## config.mk

```make
export PLATFORM = sky130hd
export DESIGN_NAME = asr_ctrl
export DESIGN_NICKNAME = d
export VERILOG_FILES = /design/src/verilog/asr_pkg.sv /design/src/verilog/asr_counter.sv /design/src/verilog/asr_ctrl.sv
export VERILOG_INCLUDE_DIRS = /design/src /design/src/verilog
export SDC_FILE = /design/constraint.sdc
export NUM_CORES = 1
export LEC_CHECK = 0
export ABC_AREA = 1
export BUFFER_PORTS_ARGS = -buffer_cell sky130_fd_sc_hd__buf_2
export CAP_MARGIN = 20
export CORE_UTILIZATION = 41
export CTS_BUF_LIST = sky130_fd_sc_hd__clkbuf_2
export DETAILED_ROUTE_END_ITERATION = 12
export PLACE_DENSITY = 0.7
export SKIP_LAST_GASP = 1
export SYNTH_ARGS = -nofsm -noshare
export SYNTH_HDL_FRONTEND = slang
export SYNTH_SLANG_ARGS = --single-unit
```

## constraint.sdc

```tcl
create_clock -name clock -period 2.2 [get_ports clock]
set_input_delay 0.44 -clock clock [delete_from_list [all_inputs] [get_ports clock]]
set_output_delay 0.44 -clock clock [all_outputs]
set_load 0.1 [all_outputs]
```

## src/verilog/asr_defines.svh

```systemverilog
// Timing constants for the asynchronous static memory controller.
`ifndef ASR_DEFINES_SVH
`define ASR_DEFINES_SVH
// Clock period in picoseconds (20 MHz).
`define ASR_CLK_PS 50000
// Power-up delay before the first access, in microseconds.
`define ASR_POWER_UP_US 100
// Power-up delay in clock cycles, rounded up.
`define ASR_POWER_UP_CYC ((`ASR_POWER_UP_US * 1000000 + `ASR_CLK_PS - 1) / `ASR_CLK_PS)
// Strobe-low to data float delay, picoseconds.
`define ASR_STROBE_TO_FLOAT_PS 5000
// Data set-up to write end, picoseconds.
`define ASR_DATA_SETUP_PS 5500
// Least write pulse width, picoseconds.
`define ASR_WRITE_PULSE_PS 7000
// Least read cycle time, picoseconds.
`define ASR_READ_CYCLE_PS 10000
// Write strobe low time in cycles, rounded up, never below one.
`define ASR_WRITE_CYC (((`ASR_STROBE_TO_FLOAT_PS + `ASR_DATA_SETUP_PS > `ASR_WRITE_PULSE_PS ? `ASR_STROBE_TO_FLOAT_PS + `ASR_DATA_SETUP_PS : `ASR_WRITE_PULSE_PS) + `ASR_CLK_PS - 1) / `ASR_CLK_PS)
// Read cycle length in cycles, rounded up; one more cycle is used to sample.
`define ASR_READ_CYC ((`ASR_READ_CYCLE_PS + `ASR_CLK_PS - 1) / `ASR_CLK_PS)
// Deselect to retention delay, nanoseconds.
`define ASR_DESELECT_TO_RETENTION_NS 0
`endif

```

## src/verilog/asr_pkg.sv

```systemverilog
// Types for the asynchronous static memory controller.
`default_nettype none
package asr_pkg;
  // Controller sequencer states.
  typedef enum logic [2:0] {
    ASR_POWER_UP,
    ASR_IDLE,
    ASR_WRITE,
    ASR_WRITE_END,
    ASR_READ,
    ASR_READ_DONE
  } asr_state_e;
  // Memory-side pin group.
  typedef struct packed {
    logic [2:0] sel_n;
    logic oe_n;
    logic we_n;
    logic [3:0] lane_n;
    logic [18:0] addr;
    logic [31:0] dq_out;
    logic [31:0] dq_oe;
  } asr_pins_s;
endpackage : asr_pkg
`default_nettype wire
```

## src/verilog/asr_counter.sv

```systemverilog
// Down counter that times the power-up, write and read phases of the controller.
`timescale 1ns/100ps
`default_nettype none
module asr_counter #(
  parameter int WIDTH = 16
) (
  // Clock and reset.
  input wire logic clock,
  input wire logic rst,
  // Load and status.
  input wire logic load,
  input wire logic [WIDTH-1:0] value,
  output logic done
);
  // Holds the remaining cycle count.
  typedef struct packed {
    logic [WIDTH-1:0] cnt;
  } asr_cnt_s;
  asr_cnt_s s_q;
  asr_cnt_s s_d;

  // Loads on request, otherwise counts down to zero.
  always_comb begin
    s_d = s_q;
    if (load) begin
      s_d.cnt = value;
    end else if (s_q.cnt != '0) begin
      s_d.cnt = s_q.cnt - 1'b1;
    end
  end

  // Registers the count.
  always_ff @(posedge clock) begin
    if (rst) begin
      s_q <= '0;
    end else begin
      s_q <= s_d;
    end
  end

  // Done is high while the count is at zero and no load is pending.
  assign done = (s_q.cnt == '0) && !load;
endmodule // asr_counter
`default_nettype wire

```

## src/verilog/asr_ctrl.sv

```systemverilog
// Host-side controller that drives an asynchronous 32-bit static memory.
`timescale 1ns/100ps
`default_nettype none
`include "asr_defines.svh"
// Operation
// - Select active only when all three low.
// - Assert all selects and strobe to write.
// - Data set-up and hold around ending edge.
// - Strobe-ended write covers float plus set-up.
// - Address valid before selects go low (here driven on the same edge as the selects).
// - Strobe stays high through every read.
// - Deselect before retention, zero delay.
// - Wait power-up delay before first access.
module asr_ctrl
  import asr_pkg::*;
#(
  parameter int POWER_UP_CYC = `ASR_POWER_UP_CYC,
  parameter int CNT_W = 16
) (
  // Clock and reset.
  input wire logic clock,
  input wire logic rst,
  // User request side.
  input wire logic req_valid,
  input wire logic req_write,
  input wire logic [18:0] req_addr,
  input wire logic [31:0] req_wdata,
  input wire logic [3:0] req_lane,
  output logic req_ready,
  output logic rsp_valid,
  output logic [31:0] rsp_rdata,
  // Retention request and status.
  input wire logic retain_req,
  output logic retain_ok,
  // Memory pins.
  output logic [2:0] mem_sel_n,
  output logic mem_oe_n,
  output logic mem_we_n,
  output logic [3:0] mem_lane_n,
  output logic [18:0] mem_addr,
  output logic [31:0] mem_dq_out,
  output logic [31:0] mem_dq_oe,
  input wire logic [31:0] mem_dq_in
);
  // Derived phase lengths in cycles.
  localparam logic [CNT_W-1:0] WRITE_CYC = CNT_W'(`ASR_WRITE_CYC);
  localparam logic [CNT_W-1:0] READ_CYC = CNT_W'(`ASR_READ_CYC);
  localparam logic [CNT_W-1:0] PUP_CYC = CNT_W'(POWER_UP_CYC);

  // Sequencer state, pins and registered outputs in one struct.
  typedef struct packed {
    asr_state_e st;
    asr_pins_s pins;
    logic ready;
    logic rsp;
    logic [31:0] rdata;
    logic retain;
  } asr_ctl_s;
  asr_ctl_s s_q;
  asr_ctl_s s_d;
  logic cnt_load; // Starts a timed phase.
  logic [CNT_W-1:0] cnt_value; // Length of that phase, less one.
  logic cnt_done; // Phase finished.
  logic pup_armed_q; // Power-up count has been loaded.

  // Phase timer.
  asr_counter #(.WIDTH(CNT_W)) u_cnt (
    .clock(clock),
    .rst(rst),
    .load(cnt_load),
    .value(cnt_value),
    .done(cnt_done)
  );

  // Next-state logic for the access sequencer.
  always_comb begin
    s_d = s_q;
    s_d.rsp = 1'b0;
    cnt_load = 1'b0;
    cnt_value = '0;
    unique case (s_q.st)
      ASR_POWER_UP: begin
        // Hold off every access until the supply has settled.
        if (!pup_armed_q) begin
          // The first cycle out of reset arms the power-up wait.
          cnt_load = 1'b1;
          cnt_value = PUP_CYC - 1'b1;
        end else if (cnt_done) begin
          s_d.st = ASR_IDLE;
          s_d.ready = 1'b1;
          s_d.retain = 1'b1;
        end
      end
      ASR_IDLE: begin
        // Idle means fully deselected, so retention is safe at once.
        s_d.retain = !req_valid;
        if (req_valid && s_q.ready) begin
          s_d.ready = 1'b0;
          s_d.retain = 1'b0;
          // Address and lanes go out with the selects, never after.
          s_d.pins.addr = req_addr;
          s_d.pins.lane_n = ~req_lane;
          s_d.pins.sel_n = 3'b000;
          cnt_load = 1'b1;
          if (req_write) begin
            // All selects and the strobe low together start the write.
            s_d.pins.we_n = 1'b0;
            s_d.pins.oe_n = 1'b1;
            s_d.pins.dq_out = req_wdata;
            s_d.pins.dq_oe = '1;
            cnt_value = WRITE_CYC - 1'b1;
            s_d.st = ASR_WRITE;
          end else begin
            // Strobe stays high for the whole read.
            s_d.pins.we_n = 1'b1;
            s_d.pins.oe_n = 1'b0;
            cnt_value = READ_CYC - 1'b1;
            s_d.st = ASR_READ;
          end
        end
      end
      ASR_WRITE: begin
        // Strobe rises first; data stays on the bus past that edge.
        if (cnt_done) begin
          s_d.pins.we_n = 1'b1;
          s_d.st = ASR_WRITE_END;
        end
      end
      ASR_WRITE_END: begin
        // Deselect and release data one cycle after the ending edge.
        s_d.pins.sel_n = 3'b111;
        s_d.pins.dq_oe = '0;
        s_d.pins.lane_n = 4'hf;
        s_d.ready = 1'b1;
        s_d.st = ASR_IDLE;
      end
      ASR_READ: begin
        // Hold the read for the cycle time, then sample.
        if (cnt_done) begin
          s_d.st = ASR_READ_DONE;
        end
      end
      ASR_READ_DONE: begin
        // Capture data and end the read by deselecting.
        s_d.rdata = mem_dq_in;
        s_d.rsp = 1'b1;
        s_d.pins.sel_n = 3'b111;
        s_d.pins.oe_n = 1'b1;
        s_d.pins.lane_n = 4'hf;
        s_d.ready = 1'b1;
        s_d.st = ASR_IDLE;
      end
    endcase
    // A retention request only blocks new accesses.
    if (retain_req && s_q.st == ASR_IDLE) begin
      s_d.ready = 1'b0;
    end else if (s_d.st == ASR_IDLE && s_q.st != ASR_POWER_UP) begin
      s_d.ready = 1'b1;
    end
  end

  // Registers the state; reset returns to ASR_POWER_UP with all pins inactive.
  always_ff @(posedge clock) begin
    if (rst) begin
      s_q <= '0;
      s_q.st <= ASR_POWER_UP;
      s_q.pins.sel_n <= 3'b111;
      s_q.pins.oe_n <= 1'b1;
      s_q.pins.we_n <= 1'b1;
      s_q.pins.lane_n <= 4'hf;
    end else begin
      s_q <= s_d;
    end
  end

  // Reload helper so the power-up wait restarts on every reset.
  always_ff @(posedge clock) begin
    if (rst) begin
      pup_armed_q <= 1'b0;
    end else begin
      pup_armed_q <= 1'b1;
    end
  end

  // Outputs straight from flip-flops.
  assign mem_sel_n = s_q.pins.sel_n;
  assign mem_oe_n = s_q.pins.oe_n;
  assign mem_we_n = s_q.pins.we_n;
  assign mem_lane_n = s_q.pins.lane_n;
  assign mem_addr = s_q.pins.addr;
  assign mem_dq_out = s_q.pins.dq_out;
  assign mem_dq_oe = s_q.pins.dq_oe;
  assign req_ready = s_q.ready;
  assign rsp_valid = s_q.rsp;
  assign rsp_rdata = s_q.rdata;
  assign retain_ok = s_q.retain;

  // Power-up count since reset, for checking.
  logic [31:0] since_rst_q; // Cycles since reset release.
  always_ff @(posedge clock) begin
    if (rst) begin
      since_rst_q <= '0;
    end else if (since_rst_q != 32'hffffffff) begin
      since_rst_q <= since_rst_q + 32'h1;
    end
  end

  // Strobe-low length so far, for checking the write pulse.
  logic [CNT_W-1:0] we_low_q; // Cycles the strobe has been low.
  always_ff @(posedge clock) begin
    if (rst) begin
      we_low_q <= '0;
    end else if (mem_we_n) begin
      we_low_q <= '0;
    end else begin
      we_low_q <= we_low_q + 1'b1;
    end
  end

  // No select may fall before the power-up delay.
  power_up_wait_a: assert property (@(posedge clock) disable iff (rst)
    (mem_sel_n != 3'b111) |-> (since_rst_q >= 32'(POWER_UP_CYC)))
    else $error("access before power-up delay");
  // Selects always move together.
  sel_together_a: assert property (@(posedge clock) disable iff (rst)
    (mem_sel_n == 3'b000) || (mem_sel_n == 3'b111))
    else $error("chip selects split");
  // Strobe low only with all selects low.
  write_start_a: assert property (@(posedge clock) disable iff (rst)
    !mem_we_n |-> (mem_sel_n == 3'b000) && mem_oe_n)
    else $error("strobe low without selects");
  // Strobe stayed low for at least the full write length.
  write_len_a: assert property (@(posedge clock) disable iff (rst)
    $rose(mem_we_n) |-> (we_low_q >= WRITE_CYC))
    else $error("write strobe too short");
  // Data and selects hold one cycle past the strobe rising.
  data_hold_a: assert property (@(posedge clock) disable iff (rst)
    $rose(mem_we_n) |-> (mem_dq_oe == '1) && (mem_sel_n == 3'b000))
    else $error("data released at write end");
  // Address stays still while selected.
  addr_stable_a: assert property (@(posedge clock) disable iff (rst)
    (mem_sel_n == 3'b000) && $past(mem_sel_n == 3'b000) |-> $stable(mem_addr))
    else $error("address moved while selected");
  // Strobe high throughout a read.
  read_strobe_a: assert property (@(posedge clock) disable iff (rst)
    !mem_oe_n |-> mem_we_n && (mem_dq_oe == '0))
    else $error("strobe low during read");
  // Retention only while deselected.
  retain_desel_a: assert property (@(posedge clock) disable iff (rst)
    retain_ok |-> (mem_sel_n == 3'b111) && mem_we_n)
    else $error("retention while selected");
  // A read answers within four cycles of the output enable falling.
  read_answer_a: assert property (@(posedge clock) disable iff (rst)
    $fell(mem_oe_n) |-> ##[1:4] rsp_valid)
    else $error("read answer late");
endmodule // asr_ctrl
`default_nettype wire

```

# --- After elaboration in Yosys (flattened, before gate mapping) ---
# Cells that the tools add are included.
totals:
  reg_bits: 147
  inputBits: 92
  out_inout_bits: 127
  elab_cells: 86
classes:
  add_sub_neg: 1
  n_eq_ne: 14
  n_mux: 29
  bitwise: 1
  n_reduce_logical: 27
op_table:
  columns: ["operator", "count"]
  rows:
  - ["$mux 96", 1]
  - ["$mux 64", 1]
  - ["$pmux 32 s2", 1]
  - ["$mux 33", 1]
  - ["$mux 16", 2]
  - ["$mux 11", 2]
  - ["$logic_not 16->1", 1]
  - ["$reduce_bool 16->1", 1]
  - ["$sub 16x1->16 const B", 1]
  - ["$mux 3", 5]
  - ["$pmux 3 s5", 1]
  - ["$reduce_and 3->1", 4]
  - ["$reduce_bool 2->1", 6]
  - ["$ne 2x2->1 const B", 5]
  - ["$pmux 1 s2", 4]
  - ["$pmux 4 s2", 1]
  - ["$mux 1", 7]
  - ["$eq 3x1->1 const B", 2]
  - ["$eq 3x2->1 const B", 2]
  - ["$eq 3x3->1 const B", 2]
  - ["$ne 3x3->1 const B", 2]
  - ["$pmux 3 s2", 1]
  - ["$reduce_and 2->1", 3]
  - ["$logic_and 1x1->1", 4]
  - ["10 further kinds", 12]

# --- Depth between registers and ports, before layout ---
# Gate-level depths: netlist (run 1).
depth:
  ltp_word: 12
  mapped_depth: 14
  mapped_depth_nobuf: 14

# --- Cells and area by module ---
# A second synthesis (run 1) with hierarchy kept.
unflattened:
  cells_unflattened: 697
  hier_area_um2: 5481.5
by_module_without_submodules:
  columns: ["module", "instances", "cells_per_inst", "area_each_um2", "seq_area_each_um2"]
  rows:
  - ["asr_ctrl", 1, 509, 4377.9, 1961.9]
  - ["asr_counter", 1, 188, 1103.6, 320.3]

# --- Worst setup path before layout (run 1) ---
# OpenSTA, ideal clock, no wires.
synth_path:
  path_kind: "register to register"
  from: "register s_q (netlist bit req_ready)"
  to: "register s_q (netlist bit req_ready)"
  setup_time_ns: 0.117
  t_arrival_ns: 2.083
  required_time_ns: 2.083
  setup_slack_ns: 0.000
  path_stages_with_launch: 12
  path_buffers: 0
  synth_period_minus_slack_ns: 2.200
  cell_sequence: "dfxtp_1 > nand2_1 > nor2_4 > inv_2 > nor2_4 > inv_2 > nand3_1 > nand2_1 > nand3_1 > nand2_1 > nand2_1 > a21oi_2"
synth_between:
  elab_chain_len: 12
  elab_cells_between_ends: 19
  cone_classes: "4 x eq/ne; 9 x mux; 6 x reduce/logical"
synth_rtl:
  columns: ["element", "line", "text"]
  rows:
  - ["start, declared", "asr_ctrl.sv:59", "asr_ctl_s s_q;"]
  - ["$logic_and 1x1->1 (*)", "asr_ctrl.sv:97", "if (req_valid && s_q.ready) begin"]
  - ["$mux 1", "asr_ctrl.sv:97", null]
  - ["$pmux 1 s2", "asr_ctrl.sv:81", "unique case (s_q.st)"]
  - ["$logic_not 1->1", "asr_counter.sv:42", "assign done = (s_q.cnt == '0) && !load;"]
  - ["$logic_and 1x1->1", "asr_counter.sv:42", null]
  - ["$mux 3", "asr_ctrl.sv:88", "end else if (cnt_done) begin"]
  - ["$mux 3", "asr_ctrl.sv:84", "if (!pup_armed_q) begin"]
  - ["$pmux 3 s5", "asr_ctrl.sv:81", null]
  - ["$eq 3x1->1", "asr_ctrl.sv:157", "end else if (s_d.st == ASR_IDLE && s_q.st != ASR_POWER_UP) begin"]
  - ["$logic_and 1x1->1", "asr_ctrl.sv:157", null]
  - ["$ne 3x2->1 (no line) (tied with other cells)", null, null]
  - ["$reduce_and 4->1 (no line)", null, null]
# Every way passes the cells marked *; elsewhere a longest branch is shown, timed or not. The select of a mux whose other input is x is not followed.
# A chain may end at the register's enable or synchronous reset.

==> results of run 1 <==
-- layout by cell type, fill, tap and decap left out, types with 2 or more instances in the layout --
cell type,instances
a21oi_1,17
nor2_1,124
dfxtp_1,114
nand2_2,2
inv_1,25
nand4_1,4
nor2_4,5
clkinv_4,2
nor3_1,4
clkinv_2,3
nor2_2,4
buf_4,9
o21ai_0,59
dlygate4sd3_1,89
buf_2,186
xnor2_1,6
o211ai_1,4
nand3_1,5
bufinv_16,5
clkbuf_2,22
nand3_2,2
clkbuf_4,32
a22o_1,32
inv_2,5
a221oi_2,2
nand2_1,49
-- routing by layer --
metal,vias to the layer above,track usage
li1,2278,-
met1,2052,0.226
met2,178,0.350
met3,24,0.0616
met4,0,0.0947
met5,-,0
-- final timing paths --
check,from,end,cells past startpoint
worst max-delay path,mem_dq_oe[30],mem_dq_oe[13],2
worst min register to register,mem_dq_oe[30],mem_dq_oe[30],2
worst min-delay path,rst,s_q[127],2
worst max register to register,s_q[127],mem_dq_out[2],7
-- through the flow --
stage          total power, mW  worst slack [ns]  area [um^2]  instances
3_3_place_gp              5.30             0.363         5470        869
2_1_floorplan             4.98          0.000474         5110        619
6_report                  7.08             0.147         6740        991
5_1_grt                   7.53           -0.0370         6740        991
3_5_place_dp              5.31             0.361         5470        869
4_1_cts                   7.11          -0.00929         6660        990
-- report_power, final --
group / switching, mW / total [mW] / internal (mW)
registers: 0.189 / 2.51 / 2.32
logic: 2.10 / 2.90 / 0.805
clock network: 0.783 / 1.67 / 0.883
total: 3.07 / 7.08 / 4.01
-- state kept, by name (all words and copies together), names as in the netlist, 3 cells and up --
register,flops
s_q,3
rsp_rdata,32
mem_dq_out,32
mem_lane_n,4
u_cnt.s_q,16
mem_addr,19
-- layout make-up --
cell class / instances / area, um^2 / area share
flip-flops and latches: 114 / 2280 / 0.339
repair buffers: 316 / 2130 / 0.316
multi-input cells: 329 / 1700 / 0.253
well taps: 168 / 210 / 0.0312
clock inverters: 10 / 183 / 0.0271
inverters: 31 / 116 / 0.0173
clock buffers: 22 / 110 / 0.0163
diodes: 1 / 2.50 / 0.000371
-- logic make-up after synthesis --
logic type / share of synthesized area
simple gates: 0.172
fa+ha+maj: 0.00245
compound gates: 0.146
flops: 0.446
buf+inv: 0.221
xor+xnor: 0.0120
-- what timing repair did --
item,CTS,global route
gates resized for setup,0,32
endpoints found under the hold margin,89,0
hold buffers,89,0
setup endpoints to repair,32,32
pin swaps,0,0
==> results.sh, run 1 <==
export IMPL_status="complete, no violations"
export IMPL_reg2reg_slack_ns=0.43
export IMPL_critPathKind="reg -> out"
export IMPL_ratio_of_cells_with_drive_above_1_in_the_final_layout=0.343
export IMPL_report_final_hold_viol_count=0
export IMPL_worst_path_max_delay_cell="clkbuf_4"
export IMPL_cp_start_kind="flop"
export IMPL_worstPathBufferInverterCount=2
export IMPL_synth_top_cells_by_area="dfxtp_1 45%, buf_4 18%, nor2_1 9.2%"
export IMPL_post_cts_repair_setup_buffers=0
export IMPL_worstPathArrival_ns=1.61
export IMPL_finalWorstPathRequiredPeriod_ns=2.05
export IMPL_final_max_slew_viol_count=0
export IMPL_worstSkewPairLatency_ns=0.65
export IMPL_cts_max_level=4
export IMPL_finalWeightedCongestion=0.882
export IMPL_synth_distinct_cells=33
export IMPL_globalRouteTotalUtil=0.202
export IMPL_initialDrtViolationCount=277
export IMPL_synth_net_count=712
export IMPL_wl_met3_um=724
export IMPL_global_route_wire_length_before_repair_mm=20.3
export IMPL_clock_sink_count=114
export IMPL_yosysSeqAreaShare=0.446
export IMPL_die_w_um=114
export IMPL_nFillCells=1060
export IMPL_num_io_pins=219
export IMPL_cpPeakStageDelay_ns=0.39
export IMPL_rsz0062_at_grt="true"
export IMPL_placementRows=40
export IMPL_drt_antenna_violating_nets=0
export IMPL_list_of_cells_traversed_by_the_critical_path="buf_4, clkbuf_4"
export IMPL_postSynthCellCount=619
export IMPL_synth_area_leader_cell="dfxtp_1"
export IMPL_max_cap_violations=0
export IMPL_wl_per_cell_um=12.9
export IMPL_crit_path_max_fanout=32
export IMPL_slew_headroom=0.661
export IMPL_finalNetCount=902
export IMPL_synth_async_reset_ratio=0
export IMPL_grt_overflow=0
export IMPL_worst_pin_slew_ns=0.512
export IMPL_cts_buffers_inserted=17
export IMPL_yosys_area_top_type_share=0.446
export IMPL_clk_root_buffer_cell="clkbuf_2"
export IMPL_hp_class="in -> reg"
export IMPL_top_layer_used_by_detailed_routing="met4"
export IMPL_totalWireLength_mm=12.8
export IMPL_routed_via_density=4.57
export IMPL_detail_route_first_pass_iterations=5
export IMPL_max_clock_path_buffers=2
export IMPL_post_route_drc_count=0
export IMPL_clkSlewWorstSetupHoldPaths_ns=0.15
export IMPL_synthFlopType="dfxtp_1"
export IMPL_pwr_dens_mw_per_mm2=1050
export IMPL_mappedNetlistArea_mm2=0.00511
export IMPL_cts_tree="yes"
export IMPL_fin_setup_tns_ns=0
export IMPL_floorplan_core_area_mm2=0.0121
export IMPL_leakage_nw=3.45
export IMPL_fp_dieArea_mm2=0.0129
export IMPL_synthTopCellsByCount="125 x nor2_1, 122 x buf_4, 114 x dfxtp_1"
export IMPL_path_delay_family="buffers and inverters"
export IMPL_grt_pass1_vias=4262
export IMPL_skew_ns=0.0360
export IMPL_max_vdd_ir_drop_mv=0.431
export IMPL_yosysWarningCount=0
export IMPL_report_final_setup_viol=0
export IMPL_postSynthRegisterBits=114
export IMPL_detailedPlacementHpwl_mm=7.78
export IMPL_max_freq_mhz=487
export IMPL_vias=4532
export IMPL_floorplan_initialDensity=0.424
export IMPL_met1Wirelength_mm=5.40
export IMPL_placement_io_buffers=218
export IMPL_grt_start_max_net_pins=56
export IMPL_synthesis_area_per_instance_um2=8.26
export IMPL_cp_end_kind="output pin"
export IMPL_grt_antenna_before_repair=1
export IMPL_syn_to_final_growth_pct=31.8
export IMPL_die_height_um=114
export IMPL_leading_cell_type_by_number_of_instances_after_synthesis="nor2_1"
export IMPL_post_route_util=0.559
export IMPL_number_of_enable_flip_flop_cells_after_synthesis=0
export IMPL_min_period_over_period=0.933
export IMPL_timing_critical_path_required_ns=1.76
export IMPL_route_met2_wl_mm=6.38
export IMPL_timing_hold_ws_ns=0.162
Power figures use the tool's default switching activity.
==> inputs of run 2 (changes only) <==
==> constraint.sdc (replaced) <==
create_clock -name clock -period 2.6 [get_ports clock]
set_input_delay 0.52 -clock clock [delete_from_list [all_inputs] [get_ports clock]]
set_output_delay 0.52 -clock clock [all_outputs]
set_load 0.1 [all_outputs]
==> results.sh, run 2 (synthesis results as in run 1) <==
export IMPL_cts_buffers_inserted=17
export IMPL_report_final_setup_viol=0
export IMPL_hp_class="in -> reg"
export IMPL_fin_setup_tns_ns=0
export IMPL_crit_path_max_fanout=33
export IMPL_leakage_nw=3.04
export IMPL_worstPathBufferInverterCount=1
export IMPL_pwr_share_seq=0.387
export IMPL_finalWorstPathRequiredPeriod_ns=2.24
export IMPL_finalNetCount=813
export IMPL_detailedPlacementHpwl_mm=7.71
export IMPL_max_freq_mhz=447
export IMPL_power_net_switching_mw=2.59
export IMPL_drt_antenna_violating_nets=0
export IMPL_post_layout_total_power_mw=5.48
export IMPL_die_w_um=114
export IMPL_clock_sink_count=114
export IMPL_max_vdd_ir_drop_mv=0.296
export IMPL_status="complete, no violations"
export IMPL_clk_root_buffer_cell="clkbuf_2"
export IMPL_cp_end_kind="output pin"
export IMPL_grt_pass1_vias=3935
export IMPL_worst_pin_slew_ns=0.970
export IMPL_cts_max_level=4
export IMPL_slew_headroom=0.352
export IMPL_worstPathArrival_ns=1.72
export IMPL_list_of_cells_traversed_by_the_critical_path="buf_2"
export IMPL_min_delay_path_depth=2
export IMPL_die_height_um=114
export IMPL_grt_antenna_before_repair=0
export IMPL_hold_path_startpoint="req_valid"
export IMPL_clkSlewWorstSetupHoldPaths_ns=0.16
export IMPL_crit_reg_reg_startpoint="u_cnt.s_q[0]"
export IMPL_placementRows=40
export IMPL_fp_dieArea_mm2=0.0129
export IMPL_post_route_drc_count=0
export IMPL_timing_critical_path_depth=1
export IMPL_pwr_dens_mw_per_mm2=964
export IMPL_timing_critical_path_required_ns=2.08
export IMPL_report_final_hold_viol_count=0
export IMPL_rsz0062_at_grt="false"
export IMPL_vias=4109
export IMPL_wl_per_cell_um=12.1
export IMPL_grt_start_max_net_pins=56
export IMPL_cpPeakStageDelay_ns=0.59
export IMPL_post_cts_repair_setup_buffers=0
export IMPL_cts_tree="yes"
export IMPL_final_max_slew_viol_count=0
export IMPL_path_delay_family="flip-flops"
export IMPL_critPathKind="reg -> out"
export IMPL_r2r_end="u_cnt.s_q[1]"
export IMPL_placement_io_buffers=218
export IMPL_routed_via_density=4.56
export IMPL_min_period_over_period=0.861
export IMPL_min_delay_worst_endpoint="retain_ok"
export IMPL_max_cap_violations=0
export IMPL_reg2reg_slack_ns=0.82
export IMPL_worst_path_max_delay_cell="dfxtp_2"
export IMPL_floorplan_initialDensity=0.424
export IMPL_worstSkewPairLatency_ns=0.64
export IMPL_num_io_pins=219
export IMPL_totalWireLength_mm=10.9
export IMPL_floorplan_core_area_mm2=0.0121
export IMPL_layout_common_cells="218 x buf_2, 124 x nor2_1, 113 x dfxtp_1"
export IMPL_finalWeightedCongestion=0.862
export IMPL_detail_route_first_pass_iterations=5
export IMPL_initialDrtViolationCount=177
export IMPL_skew_ns=0.0232
export IMPL_ratio_of_cells_with_drive_above_1_in_the_final_layout=0.381
export IMPL_worst_r2r_cell_count=8
export IMPL_grt_overflow=0
export IMPL_mostFrequentLayoutCell="buf_2"
export IMPL_max_clock_path_buffers=2
export IMPL_antenna_cells_inserted=0
export IMPL_p_int_mw=2.89
export IMPL_globalRouteTotalUtil=0.172
export IMPL_switching_share=0.472
export IMPL_clock_power_share=0.187
export IMPL_cp_start_kind="flop"
export IMPL_comb_power_share=0.425
export IMPL_global_route_wire_length_before_repair_mm=17.8
export IMPL_syn_to_final_growth_pct=11.2
[run 2: worst max-delay path by stage]
stage / start / endpoint
global placement: rst / rsp_rdata[31]
floorplan: req_ready / req_ready
CTS: mem_dq_oe[30] / mem_dq_oe[29]
global route: mem_dq_oe[30] / mem_dq_oe[27]
finish: mem_dq_oe[30] / mem_dq_oe[6]
detailed placement: rst / rsp_rdata[16]
[run 2: power groups by stage]
stage | registers, mW | clock network, mW | logic, mW
2_1_floorplan | 2.25 | 0 | 1.97
3_3_place_gp | 2.16 | 0 | 2.32
3_5_place_dp | 2.16 | 0 | 2.33
4_1_cts | 2.12 | 1.07 | 2.33
5_1_grt | 2.15 | 1.15 | 2.55
6_report | 2.12 | 1.03 | 2.33
[run 2: layout make-up]
class	instances	area, um^2
clock inverter	14	116
tap	168	210
fill	1225	6370
multi-input combinational	329	1700
inverter	31	116
sequential	114	2280
timing repair buffer	227	1170
clock buffer	18	90.1
[run 2: what timing repair did]
item | CTS | global route
hold buffers | 0 | 3
endpoints found under the setup margin | 0 | 32
resized for setup | 0 | 1
hold endpoints to repair | 0 | 3
[run 2: per-stage QoR]
stage | instance area, um^2 | util | setup slack [ns] | cells | hold WS (ns)
2_1_floorplan | 5110 | - | 0.400 | 619 | 0.443
3_3_place_gp | 5450 | 0.452 | 0.672 | 866 | 0.452
3_5_place_dp | 5450 | 0.452 | 0.675 | 866 | 0.453
4_1_cts | 5660 | 0.469 | 0.0188 | 898 | 0.00990
5_1_grt | 5690 | 0.471 | 0.192 | 901 | 0.00364
6_report | 5690 | 0.471 | 0.362 | 901 | 0.0687
[run 2: layer usage]
layer  routed length [um]  share of wire  vias to the layer above  GRT usage
li1                     -              -                     2098          -
met1                 4890           0.45                     1846      0.203
met2                 5110           0.47                      147      0.291
met3                  641          0.059                       18     0.0531
met4                  221          0.020                        0     0.0693
met5                    0              0                        -          0
==> inputs of run 3 (changes only) <==
--- a/config.mk
+++ b/config.mk
@@ -6,13 +6,12 @@
 export SDC_FILE = /design/constraint.sdc
 export NUM_CORES = 1
 export LEC_CHECK = 0
-export ABC_AREA = 1
 export BUFFER_PORTS_ARGS = -buffer_cell sky130_fd_sc_hd__buf_2
 export CAP_MARGIN = 20
 export CORE_UTILIZATION = 41
 export CTS_BUF_LIST = sky130_fd_sc_hd__clkbuf_2
 export DETAILED_ROUTE_END_ITERATION = 12
-export PLACE_DENSITY = 0.7
+export PLACE_DENSITY = 0.71
 export SKIP_LAST_GASP = 1
 export SYNTH_ARGS = -nofsm -noshare
 export SYNTH_HDL_FRONTEND = slang
==> results.sh, run 3 <==
export IMPL_max_freq_mhz=438
export IMPL_slew_headroom=0.600
export IMPL_detail_route_first_pass_iterations=4
export IMPL_max_vdd_ir_drop_mv=0.307
export IMPL_synthesis_area_per_instance_um2=8.60
export IMPL_place_inst=811
export IMPL_cts_buffers_inserted=17
export IMPL_placement_io_buffers=218
export IMPL_synth_distinct_cells=44
export IMPL_power_net_switching_uw=825
export IMPL_num_io_pins=219
export IMPL_worstPathArrival_ns=1.76
export IMPL_postSynthRegisterBits=114
export IMPL_initialDrtViolationCount=279
export IMPL_mappedNetlistArea_mm2=0.00507
export IMPL_die_height_um=113
export IMPL_report_final_hold_viol_count=0
export IMPL_path_delay_family="flip-flops"
export IMPL_finalWeightedCongestion=0.841
export IMPL_grt_pass1_vias=3696
export IMPL_grt_overflow=0
export IMPL_syn_to_final_growth_pct=14.3
export IMPL_synthFlopType="dfxtp_1"
export IMPL_fp_dieArea_mm2=0.0128
export IMPL_clock_power_share=0.375
export IMPL_die_w_um=113
export IMPL_worstPathBufferInverterCount=1
export IMPL_rsz0062_at_grt="false"
export IMPL_routed_via_density=4.98
export IMPL_leading_cell_type_by_number_of_instances_after_synthesis="buf_4"
export IMPL_cpPeakStageDelay_ns=0.62
export IMPL_synthTopCellsByCount="122 x buf_4, 117 x nand2_1, 114 x dfxtp_1"
export IMPL_wl_per_cell_um=13.0
export IMPL_placementRows=40
export IMPL_finalWorstPathRequiredPeriod_ns=2.28
export IMPL_detailedPlacementHpwl_mm=7.92
export IMPL_clkSlewWorstSetupHoldPaths_ns=0.17
export IMPL_cp_start_kind="flop"
export IMPL_synth_area_leader_cell="dfxtp_1"
export IMPL_cts_tree="yes"
export IMPL_switching_share=0.255
export IMPL_worst_path_max_delay_cell="dfxtp_2"
export IMPL_finalNetCount=791
export IMPL_post_route_drc_count=0
export IMPL_final_cells=858
export IMPL_skew_ns=0.0347
export IMPL_max_cap_violations=0
export IMPL_number_of_enable_flip_flop_cells_after_synthesis=0
export IMPL_status="complete, no violations"
export IMPL_leakage_nw=2.69
export IMPL_worstSkewPairLatency_ns=0.64
export IMPL_synth_top_cells_by_area="dfxtp_1 45%, buf_4 18%, nand2_1 8.7%"
export IMPL_grt_start_max_net_pins=34
export IMPL_floorplan_core_area_mm2=0.0120
export IMPL_yosys_area_top_type_share=0.450
export IMPL_antenna_cells_inserted=0
export IMPL_drt_antenna_violating_nets=0
export IMPL_cp_end_kind="output pin"
export IMPL_vias=4274
export IMPL_timing_critical_path_required_ns=2.08
export IMPL_clock_sink_count=114
export IMPL_list_of_cells_traversed_by_the_critical_path="buf_2"
export IMPL_synth_async_reset_ratio=0
export IMPL_worst_pin_slew_ns=0.600
export IMPL_pwr_share_seq=0.553
export IMPL_place_ws_ns=0.429
export IMPL_floorplan_initialDensity=0.422
export IMPL_critPathKind="reg -> out"
export IMPL_p_int_mw=2.42
export IMPL_report_final_setup_viol=0
export IMPL_synth_net_count=683
export IMPL_ratio_of_cells_with_drive_above_1_in_the_final_layout=0.373
export IMPL_crit_path_max_fanout=33
export IMPL_comb_power_share=0.072
export IMPL_layout_common_cells="218 x buf_2, 117 x nand2_1, 113 x dfxtp_1"
export IMPL_grt_antenna_before_repair=0
export IMPL_fin_setup_tns_ns=0
export IMPL_yosysWarningCount=0
export IMPL_hp_class="in -> reg"
export IMPL_globalRouteTotalUtil=0.169
export IMPL_pwr_dens_mw_per_mm2=559
export IMPL_max_clock_path_buffers=2
export IMPL_global_route_wire_length_before_repair_mm=17.0
export IMPL_mostFrequentLayoutCell="buf_2"
export IMPL_clk_root_buffer_cell="clkbuf_2"
export IMPL_min_period_over_period=0.878
export IMPL_postSynthCellCount=590
export IMPL_totalWireLength_mm=11.2
export IMPL_cts_max_level=4
export IMPL_final_max_slew_viol_count=0
export IMPL_setup_ws_ns=0.318
export IMPL_yosysSeqAreaShare=0.450
[run 3: changes by cell type after synthesis, moves of 5 or more]
cell	previous run	this run
nor2_1	125	9
nand2_1	49	117
a21oi_1	17	72
o21ai_0	59	9
inv_1	25	6
clkbuf_1	12	21
inv_2	5	0
nor2_4	5	0
or3_1	0	5
xnor2_1	6	1
[run 3: logic make-up (layout without fill, tap and decap cells)]
group | after synthesis | in the layout | share of synthesized area
AO/OA/AOI/OAI | 138 | 138 | 0.173
XOR/XNOR | 4 | 4 | 0.00691
adder cells (fa/ha/maj) | 1 | 1 | 0.00247
buffers and inverters | 157 | 278 | 0.208
flip-flops | 114 | 114 | 0.450
AND/OR/NAND/NOR | 176 | 176 | 0.159
[run 3: worst paths after layout]
kind            startpoint       endpoint  slack, ns  cells past startpoint
max          mem_dq_oe[30]  mem_dq_oe[27]       0.32                      1
min          mem_dq_in[12]  rsp_rdata[12]       0.08                      2
max reg2reg   u_cnt.s_q[0]   u_cnt.s_q[8]       0.36                      6
min reg2reg    mem_addr[9]    mem_addr[9]       0.46                      2
[run 3: layer usage]
layer / vias up / wire length [um] / track usage
li1: 2109 / - / -
met1: 1953 / 4840 / 0.192
met2: 198 / 5330 / 0.288
met3: 14 / 867 / 0.0611
met4: 0 / 145 / 0.0675
met5: - / 0 / 0
[run 3: area by class of cell]
| cell class | count | area [um^2] |
|---|---|---|
| tap | 147 | 184 |
| multi-input combinational | 319 | 1740 |
| fill | 1124 | 6220 |
| clock buffer | 18 | 90.1 |
| timing repair buffer | 240 | 1310 |
| clock inverter | 14 | 164 |
| inverter | 6 | 22.5 |
| sequential | 114 | 2280 |
[run 3: power by group through the flow]
| stage | clock [mW] | sequential (mW) | combinational, mW |
|---|---|---|---|
| 2_1_floorplan | 0 | 1.83 | 0.113 |
| 3_3_place_gp | 0 | 1.83 | 0.209 |
| 3_5_place_dp | 0 | 1.83 | 0.214 |
| 4_1_cts | 1.26 | 1.79 | 0.215 |
| 5_1_grt | 1.34 | 1.80 | 0.260 |
| 6_report | 1.21 | 1.79 | 0.234 |
[run 3: metrics by stage]
stage,area (um^2),utilization,hold slack [ns],total power [mW]
after detailed placement,5390,0.449,0.445,2.04
final,5790,0.482,0.0841,3.24
after CTS,5640,0.470,0.0113,3.27
after floorplan,5070,-,0.437,1.94
after global placement,5390,0.449,0.438,2.04
after global routing,5790,0.482,0.000754,3.40
[run 3: timing repair]
item | in CTS | in global routing
buffers inserted | 0 | 0
setup endpoints to repair | 32 | 0
endpoints found under the hold margin | 0 | 15
hold buffers | 0 | 15
gates resized for setup | 1 | 0
